## config.mk

```make
export PLATFORM = sky130hd
export DESIGN_NAME = gtsl_switch_logic
export DESIGN_NICKNAME = d
export VERILOG_FILES = /design/src/pkg/gtsl_pkg.sv /design/src/pkg/gtsl_peak_if.sv /design/src/gtsl_peak_track.sv /design/src/gtsl_switch_logic.sv
export SDC_FILE = /design/constraint.sdc
export NUM_CORES = 1
export LEC_CHECK = 0
export BUFFER_PORTS_ARGS = -buffer_cell sky130_fd_sc_hd__buf_2
export CORE_MARGIN = 5
export CORE_UTILIZATION = 41
export DETAILED_ROUTE_END_ITERATION = 10
export HOLD_SLACK_MARGIN = 0.08
export PLACE_DENSITY_LB_ADDON = 0.05
export SETUP_SLACK_MARGIN = 0.3
export SYNTH_ARGS = -nofsm -noshare
export SYNTH_HDL_FRONTEND = slang
export SYNTH_SLANG_ARGS = --single-unit
```

## constraint.sdc

```tcl
create_clock -name clk -period 17.11 [get_ports clk]
set_clock_uncertainty 0.05 [all_clocks]
set_input_delay 0 -clock clk [delete_from_list [all_inputs] [get_ports clk]]
set_output_delay 0 -clock clk [all_outputs]
set_load 0.005 [all_outputs]
```

## src/pkg/gtsl_pkg.sv

```systemverilog
// package of constants and types for the gear tooth switch logic
package gtsl_pkg;
   // sample width of the processed field signal
   localparam int unsigned SIG_W           = 12;
   // clock rate and stop mode timer
   localparam int unsigned CLK_HZ          = 20_000_000;
   localparam int unsigned STOP_TIME_S     = 2;
   localparam int unsigned STOP_CYCLES     = STOP_TIME_S * CLK_HZ;
   // watchdog timeout in clock cycles, value open
   localparam int unsigned WDOG_CYCLES     = 60_000_000;
   // lockout amplitude level in signal codes
   localparam logic [11:0] LOCKOUT_LEVEL   = 12'h0040;
   // target normalised peak-to-peak amplitude for gain loop
   localparam logic [11:0] GAIN_TARGET_PP  = 12'h0800;
   // mid code of the signal range for offset loop
   localparam logic [11:0] MID_CODE        = 12'h0800;
   // gain setting width and reset value
   localparam int unsigned GAIN_W          = 6;
   localparam logic [5:0]  GAIN_RESET      = 6'h20;
   // offset trim width and reset value
   localparam int unsigned OFFS_W          = 8;
   localparam logic [7:0]  OFFS_RESET      = 8'h80;
   // threshold code: 40 % plus 2 % per step, ten steps to 60 %
   localparam int unsigned THR_MIN_PCT     = 40;
   localparam int unsigned THR_STEP_PCT    = 2;
   localparam logic [3:0]  THR_MAX_CODE    = 4'h0A;
   // edges counted during calibration and to leave stop mode
   localparam logic [3:0]  CAL_EDGES       = 4'h3;
   localparam logic [3:0]  STOP_EXIT_EDGES = 4'h4;
   // operating modes
   typedef enum logic [2:0] {
      GTSL_RESET, GTSL_CAL, GTSL_RUN, GTSL_STOP
   } gtsl_mode_t;
endpackage : gtsl_pkg

```

## src/pkg/gtsl_peak_if.sv

```systemverilog
// interface between the mode logic and the peak tracker
`timescale 1ns/10ps
`default_nettype none
interface gtsl_peak_if;
   logic [11:0] sample;    // processed field signal sample
   logic        track;     // tracker enable
   logic        clear;     // restart acquisition
   logic [11:0] peak_hi;   // held positive peak
   logic [11:0] peak_lo;   // held negative peak
   modport ctrl (output sample, output track, output clear,
                 input peak_hi, input peak_lo);
   modport trk  (input sample, input track, input clear,
                 output peak_hi, output peak_lo);
endinterface : gtsl_peak_if
`default_nettype wire

```

## src/gtsl_peak_track.sv

```systemverilog
// peak-holding tracker for positive and negative peaks
`timescale 1ns/10ps
`default_nettype none
module gtsl_peak_track
   import gtsl_pkg::*;
(
   input  wire logic   clk,
   input  wire logic   rst,
   gtsl_peak_if.trk    pk
);
   // all tracker state
   typedef struct packed {
      logic [11:0] hi;
      logic [11:0] lo;
   } gtsl_trk_t;
   gtsl_trk_t st_reg, st_next;

   // outward jumps follow at once, inward ones creep one code a sample
   // so drift is tracked without losing the peaks between teeth
   always_comb begin
      st_next = st_reg;
      if (pk.clear) begin
         st_next.hi = pk.sample;
         st_next.lo = pk.sample;
      end else if (pk.track) begin
         if (pk.sample > st_reg.hi) st_next.hi = pk.sample;
         else if (st_reg.hi > pk.sample) st_next.hi = st_reg.hi - 12'h001;
         if (pk.sample < st_reg.lo) st_next.lo = pk.sample;
         else if (st_reg.lo < pk.sample) st_next.lo = st_reg.lo + 12'h001;
      end
   end

   // register the state
   always_ff @(posedge clk) begin
      if (rst) st_reg <= '0;
      else     st_reg <= st_next;
   end

   assign pk.peak_hi = st_reg.hi;
   assign pk.peak_lo = st_reg.lo;

   // hi never below lo once tracking
   property p_order;
      @(posedge clk) disable iff (rst)
      $past(pk.track) && !$past(pk.clear) && $past(st_reg.hi >= st_reg.lo)
      |-> st_reg.hi >= st_reg.lo;
   endproperty
   a_order: assert property (p_order) else $error("peak order lost");
endmodule : gtsl_peak_track
`default_nettype wire

```

## src/gtsl_switch_logic.sv

```systemverilog
// gear tooth switch logic: modes, thresholds, lockout, watchdog
// How it works
// - polarity 0 forward: high while tooth nearest
// - polarity 1 forward: low while tooth nearest
// - reverse rotation inverts the output sense
// - power-on over: enter calibration, acquire profile
// - output inactive until first switch point
// - calibration adjusts gain to normalise amplitude
// - offset loop centres signal with gain loop
// - after calibration run on peak-derived switch points
// - running keeps tracking peaks and offset loop
// - stop mode holds; several edges return to run
// - two peak holders; thresholds are peak percentages
// - threshold setting spans 40 to 60 percent
// - small amplitude in run freezes the output
// - no switching: watchdog restarts calibration
// - undervoltage forces power-on output state
// - two seconds without edges enters stop mode
`timescale 1ns/10ps
`default_nettype none
module gtsl_switch_logic
   import gtsl_pkg::*;
#(
   parameter int unsigned STOP_CNT = STOP_CYCLES, // stop timer cycles
   parameter int unsigned WDOG_CNT = WDOG_CYCLES, // watchdog cycles
   parameter logic        POS_LVL  = 1'b1         // power-on output level
)(
   input  wire logic        clk,
   input  wire logic        rst,
   input  wire logic        power_on_done,          // power-on time over
   input  wire logic        undervoltage_threshold, // supply below minimum
   input  wire logic        sample_valid,           // new sample strobe
   input  wire logic [11:0] processed_field_signal, // processed sample
   input  wire logic        reverse_dir,            // target runs reverse
   input  wire logic        polarity,               // polarity setting
   input  wire logic [3:0]  threshold_code,         // 40 % + 2 % per step
   output logic             switch_out,             // digital output
   output logic [5:0]       automatic_gain_loop,    // gain setting
   output logic [7:0]       automatic_offset_loop,  // offset trim
   output logic [2:0]       mode_out                // current mode
);
   // all control state
   typedef struct packed {
      gtsl_mode_t  mode;
      logic        out;       // output level
      logic        active;    // first switch seen
      logic        det;       // detector: 1 above upper threshold
      logic [3:0]  edges;     // edge counter for cal and stop exit
      logic [31:0] quiet;     // cycles without edge
      logic [31:0] wdog;      // cycles without output switching
      logic [5:0]  gain;
      logic [7:0]  offs;
   } gtsl_st_t;
   gtsl_st_t st_reg, st_next;

   gtsl_peak_if pk ();
   gtsl_peak_track gtsl_peak_track_i (.clk(clk), .rst(rst), .pk(pk));

   // threshold arithmetic, hysteresis from two separate levels
   logic [11:0] pp;        // peak-to-peak
   logic [3:0]  tc;        // clamped threshold code
   logic [6:0]  pct;       // threshold percentage
   logic [18:0] frac;      // pp times percentage
   logic [11:0] thr;       // switch level above lo
   logic [11:0] thr_up;    // rising switch level
   logic [11:0] thr_dn;    // falling switch level
   logic        rise_ev;   // rising mechanical edge seen
   logic        fall_ev;   // falling mechanical edge seen
   logic        lvl;       // output level for detector state
   logic        small_sig; // amplitude in vibration band
   logic        cal_done;

   always_comb begin
      pp      = pk.peak_hi - pk.peak_lo;
      tc      = (threshold_code > THR_MAX_CODE) ? THR_MAX_CODE
                                                : threshold_code;
      pct     = 7'(THR_MIN_PCT) + 7'(THR_STEP_PCT) * {3'h0, tc};
      frac    = 19'(pp) * 19'(pct);
      thr     = 12'(frac / 19'd100);
      // hysteresis of one eighth of peak-to-peak around the level
      thr_up  = pk.peak_lo + thr + {3'h0, pp[11:3]};
      thr_dn  = pk.peak_lo + thr - {3'h0, pp[11:3]};
      rise_ev = sample_valid && !st_reg.det
                && processed_field_signal > thr_up;
      fall_ev = sample_valid && st_reg.det
                && processed_field_signal < thr_dn;
      // reverse rotation turns tooth edges round
      lvl     = (rise_ev ^ reverse_dir) ^ polarity;
      small_sig = pp < LOCKOUT_LEVEL;
      cal_done  = st_reg.edges >= CAL_EDGES;
   end

   // peak tracker steering
   always_comb begin
      pk.sample = processed_field_signal;
      pk.track  = sample_valid && (st_reg.mode == GTSL_CAL
                  || st_reg.mode == GTSL_RUN);
      pk.clear  = st_reg.mode == GTSL_RESET;
   end

   // next-state logic
   always_comb begin
      st_next = st_reg;
      case (st_reg.mode)
         GTSL_RESET: begin
            st_next.out    = POS_LVL;
            st_next.active = 1'b0;
            st_next.edges  = '0;
            st_next.quiet  = '0;
            st_next.wdog   = '0;
            if (power_on_done) st_next.mode = GTSL_CAL;
         end
         GTSL_CAL: begin
            // gain loop: grow until amplitude reaches target
            if (sample_valid && pp < GAIN_TARGET_PP
                && st_reg.gain != 6'h3F)
               st_next.gain = st_reg.gain + 6'h01;
            // offset loop: pull the mean toward mid code
            if (sample_valid && (pk.peak_hi >> 1) + (pk.peak_lo >> 1)
                > MID_CODE && st_reg.offs != 8'h00)
               st_next.offs = st_reg.offs - 8'h01;
            else if (sample_valid && (pk.peak_hi >> 1)
                     + (pk.peak_lo >> 1) < MID_CODE
                     && st_reg.offs != 8'hFF)
               st_next.offs = st_reg.offs + 8'h01;
            if (rise_ev || fall_ev) begin
               st_next.det    = rise_ev;
               st_next.out    = lvl;
               st_next.active = 1'b1;
               st_next.edges  = st_reg.edges + 4'h1;
            end
            if (cal_done) begin
               st_next.mode  = GTSL_RUN;
               st_next.edges = '0;
            end
         end
         GTSL_RUN: begin
            // offset loop stays on in running mode
            if (sample_valid && (pk.peak_hi >> 1) + (pk.peak_lo >> 1)
                > MID_CODE && st_reg.offs != 8'h00)
               st_next.offs = st_reg.offs - 8'h01;
            else if (sample_valid && (pk.peak_hi >> 1)
                     + (pk.peak_lo >> 1) < MID_CODE
                     && st_reg.offs != 8'hFF)
               st_next.offs = st_reg.offs + 8'h01;
            if ((rise_ev || fall_ev) && !small_sig) begin
               st_next.det   = rise_ev;
               st_next.out   = lvl;
               st_next.quiet = '0;
            end else if (st_reg.quiet >= STOP_CNT - 1) begin
               st_next.mode  = GTSL_STOP;
               st_next.edges = '0;
            end else begin
               st_next.quiet = st_reg.quiet + 32'h0000_0001;
            end
         end
         GTSL_STOP: begin
            // peaks frozen; detector edges still counted
            if (rise_ev || fall_ev) begin
               st_next.det   = rise_ev;
               st_next.out   = lvl;
               st_next.edges = st_reg.edges + 4'h1;
            end
            if (st_reg.edges >= STOP_EXIT_EDGES) begin
               st_next.mode  = GTSL_RUN;
               st_next.quiet = '0;
               st_next.edges = '0;
            end
         end
         default: st_next.mode = GTSL_RESET;
      endcase
      // watchdog: only in calibration and running, not in reset or a legitimate stop
      if (st_reg.mode == GTSL_RUN || st_reg.mode == GTSL_CAL) begin
         if (st_next.out != st_reg.out)
            st_next.wdog = '0;
         else if (st_reg.wdog >= WDOG_CNT - 1) begin
            st_next.mode = GTSL_RESET;
            st_next.wdog = '0;
         end else
            st_next.wdog = st_reg.wdog + 32'h0000_0001;
      end
      if (undervoltage_threshold) begin
         st_next.mode = GTSL_RESET;
         st_next.out  = POS_LVL;
      end
   end

   // register the state
   always_ff @(posedge clk) begin
      if (rst) begin
         st_reg      <= '0;
         st_reg.mode <= GTSL_RESET;
         st_reg.out  <= POS_LVL;
         st_reg.gain <= GAIN_RESET;
         st_reg.offs <= OFFS_RESET;
      end else begin
         st_reg <= st_next;
      end
   end

   assign switch_out            = st_reg.out;
   assign automatic_gain_loop   = st_reg.gain;
   assign automatic_offset_loop = st_reg.offs;
   assign mode_out              = st_reg.mode;

   property p_uv;
      @(posedge clk) disable iff (rst)
      undervoltage_threshold |=> switch_out == POS_LVL
                                 && mode_out == GTSL_RESET;
   endproperty
   a_uv: assert property (p_uv) else $error("uv not honoured");
   property p_inactive;
      @(posedge clk) disable iff (rst)
      !st_reg.active && st_reg.mode == GTSL_CAL |-> switch_out == POS_LVL;
   endproperty
   a_inactive: assert property (p_inactive) else $error("early out");
   property p_pol;
      @(posedge clk) disable iff (rst)
      st_reg.mode == GTSL_RUN && rise_ev && !small_sig
      && !undervoltage_threshold
      |=> switch_out == ($past(polarity) ^ $past(reverse_dir) ^ 1'b1);
   endproperty
   a_pol: assert property (p_pol) else $error("bad polarity");
   property p_lock;
      @(posedge clk) disable iff (rst)
      st_reg.mode == GTSL_RUN && small_sig && !undervoltage_threshold
      |=> $stable(switch_out);
   endproperty
   a_lock: assert property (p_lock) else $error("lockout leak");
   property p_stop;
      @(posedge clk) disable iff (rst)
      st_reg.mode == GTSL_RUN && st_reg.quiet >= STOP_CNT - 1
      && !rise_ev && !fall_ev && !undervoltage_threshold
      && st_reg.wdog < WDOG_CNT - 1 |=> mode_out == GTSL_STOP;
   endproperty
   a_stop: assert property (p_stop) else $error("no stop");
   property p_cal;
      @(posedge clk) disable iff (rst)
      st_reg.mode == GTSL_RESET && power_on_done
      && !undervoltage_threshold |=> mode_out == GTSL_CAL;
   endproperty
   a_cal: assert property (p_cal) else $error("no cal");
   property p_wdog;
      @(posedge clk) disable iff (rst)
      (st_reg.mode == GTSL_RUN || st_reg.mode == GTSL_CAL)
      && st_reg.wdog >= WDOG_CNT - 1
      && !rise_ev && !fall_ev |=> mode_out == GTSL_RESET;
   endproperty
   a_wdog: assert property (p_wdog) else $error("no watchdog");
   property p_gain;
      @(posedge clk) disable iff (rst)
      st_reg.mode != GTSL_CAL && !rst |=> $stable(automatic_gain_loop);
   endproperty
   a_gain: assert property (p_gain) else $error("gain moved");
   c_run:  cover property (@(posedge clk) mode_out == GTSL_RUN);
   c_stop: cover property (@(posedge clk) mode_out == GTSL_STOP);
   c_back: cover property (@(posedge clk)
      mode_out == GTSL_STOP ##1 mode_out == GTSL_RUN);
   // a crossing swallowed by the vibration lockout
   c_lock: cover property (@(posedge clk)
      st_reg.mode == GTSL_RUN && small_sig && rise_ev);
endmodule : gtsl_switch_logic
`default_nettype wire

```

==> flow_metrics.py <==
metrics = {
    "run_status": {
        "outcome": "finished, violations left",
        "violations": "setup timing",
    },
    "sta": {
        "hold_viol": 0,
        "setup_ws_ps": -240,
        "slew_violations": 0,
        "final-setup-viol-count": 51,
        "slew_headroom_pct": 9.98,
        "fin_crit_ps": 17350,
        "fmax_mhz": 57.6,
        "fin_hold_ws_ps": 96.3,
        "worst_pin_slew_ps": 1320,
        "finalCritPeriodShare_pct": 101,
        "rsz0062_at_grt": "yes",
    },
    "synthesis": {
        "synth_top_family_by_area": "simple AND/OR/NAND/NOR gates",
        "synth-edff-count": 0,
        "synth-seq-cells": 111,
        "synthMuxAreaShare_pct": 1.33,
        "synth_area_um2": 13900,
        "syn_avg_cell_area_um2": 7.59,
        "synth_compound_area_share_pct": 24.0,
        "synth_xor_area_share_pct": 7.30,
        "ys_types": 118,
        "synth_fa_ha_area_share_pct": 20.0,
        "netlist_instances": 1827,
        "async_reset_ff_share_pct": 0,
        "synthFlopType": "dfxtp_1",
        "synth-seq-area-share_pct": 16.0,
        "synthSimpleGateAreaFrac_pct": 24.7,
        "yosysWarnings": 0,
    },
    "finish": {
        "nets": 2376,
        "fin_area_um2": 19000,
        "post_layout_nonfiller_instances": 2608,
        "most-common-layout-cells": "buf_4 (333), nor2_1 (228), ha_1 (146), inv_1 (110), dfxtp_1 (106)",
        "diodes": 0,
        "largest_register_ffs": 69,
        "post-route-util_pct": 56.9,
        "final_common_cell": "buf_4",
        "fill_cells": 3147,
        "area_growth_pct": 37.4,
        "drive_gt1_share_pct": 33.4,
    },
    "grt": {
        "grt-ovfl-total": 0,
        "track_usage_pct": 20.8,
        "grt_max_degree": 76,
        "antenna_found_initial": 1,
        "first_global_vias": 13700,
        "grt_pass1_wl_um": 67300,
    },
    "setup_path": {
        "crit_fanout": 11,
        "worst-path-buf-inv": 15,
        "crit_family": "compound AO/OA/AOI/OAI gates",
        "criticalPathCategory": "reg2reg",
        "cp-start-kind": "register",
        "worst_ep_arrival_time_ps": 17600,
        "cpMaxStageDelayCell": "or4_4",
        "crit_top_cell": "a21o_1",
        "endpoint_kind": "register",
        "crit_required_ps": 17360,
        "slowest_delay_ps": 550,
    },
    "floorplanning": {
        "row_count": 67,
        "core_um2": 33400,
        "start_util_pct": 41.4,
        "pin_count": 41,
        "die-area_um2": 37600,
        "die_y_um": 194,
        "die_x_um": 194,
    },
    "clocking": {
        "cts_tree": "built",
        "clk_latency_ps": 360,
        "cts.clk_slew.worst_paths_ps": 80,
        "cts_buffers": 9,
        "cts_root_buffer": "clkbuf_16",
        "h-tree-depth": 3,
        "clk_path_buf_depth": 2,
        "clkSinkCount": 111,
    },
    "route": {
        "first_iter_violations": 625,
        "drc": 0,
        "ant_nets": 0,
        "vias": 14100,
        "first_pass_iters": 5,
        "routed_via_density": 5.40,
        "routedWlPerCell_um": 15.8,
        "drt_wl_total_um": 41100,
    },
    "worst_hold_path": {
        "hold_class": "in2reg",
    },
    "placed_design": {
        "port_buffers": 40,
        "place.gp.congestion": 0.885,
        "post-place-cells": 2533,
        "hpwl_um": 31900,
        "place_area_um2": 17000,
    },
    "run": {
        "cap_violations": 0,
    },
}
==> metal layers <==
layer / GRT usage, % / up-vias / routed length, µm
met5: 0 / - / 7
met4: 3.91 / 2 / 599
met3: 1.82 / 43 / 964
met2: 35.6 / 216 / 19900
met1: 28.9 / 6684 / 19600
li1: - / 7137 / -
==> cell families (layout without fill, tap and decap cells) <==
group | Yosys count | count (layout)
and+or+nand+nor | 679 | 680
AOI/OAI and AO/OA | 491 | 491
buffers and inverters | 215 | 546
adders and majority gates | 200 | 200
xor gates and xnor gates | 113 | 113
DFF | 111 | 111
muxes | 17 | 17
other | 1 | 2
==> Yosys cell counts (16+ instances only) <==
cell,count,area share [%]
o21ai_0,114,4.1
nor3_1,51,1.8
xnor2_1,60,3.8
a21o_1,40,2.2
fa_1,37,5.3
and3_1,33,1.5
nand2_1,104,2.8
nor3b_1,20,1.1
buf_4,19,1.0
clkbuf_1,62,1.7
o211ai_1,16,0.87
nand3_1,45,1.6
nand2b_1,21,0.95
and2_1,20,0.90
a22oi_1,22,1.2
xor2_1,50,3.2
dfxtp_1,111,16
ha_1,160,14
a21oi_1,118,4.3
nor2_1,252,6.8
inv_1,118,3.2
nor2b_1,22,0.99
nand4_1,24,1.1
o21bai_1,20,1.1
o21ai_1,16,0.58
==> worst register-to-register path, delay by kind of cell (launching register included) <==
kind	cells	cell delay (ps)
xor gates and xnor gates	3	580
muxes	2	550
DFF	1	390
AOI/OAI and AO/OA	37	6530
and+or+nand+nor	22	3810
adders and majority gates	11	3690
buffers and inverters	15	1650
==> stage by stage <==
step / TNS [ps] / worst slack [ps]
6_report: -6050 / -240
5_1_grt: -60110 / -1110
4_1_cts: 0 / 11.4
3_5_place_dp: -20070 / -510
3_3_place_gp: -5490 / -208
2_1_floorplan: 0 / 287
==> final timing paths <==
check	startpoint	end	slack (ps)	cells after the start
hold reg to reg	st_reg[43]	st_reg[43]	410	1
setup / recovery	gtsl_peak_track_i.pk.peak_lo[1]	st_reg[19]	-240	90
hold / removal	processed_field_signal[11]	gtsl_peak_track_i.pk.peak_hi[11]	100	5
setup reg to reg	gtsl_peak_track_i.pk.peak_lo[1]	st_reg[19]	-240	90
==> cell type report <==
class	count	area (µm²)	share of cell area (%)
repair buffers	412	3250	17.1
multi-input cells	1503	12300	64.4
flip-flops and latches	111	2230	11.7
clock buffers	9	225	1.18
clock inverters	6	57.6	0.302
inverters	119	462	2.42
well taps	448	561	2.94
==> what timing repair did <==
item,CTS,global route
endpoints found under the hold margin,10,0
cloned,0,5
pin swaps,27,88
endpoints found under the setup margin,64,66
buffers inserted,23,25
hold buffers,7,0
resized for setup,86,173
Power is not shown: default switching activity piles up to over one toggle a cycle in this logic, so the estimate is an artifact.
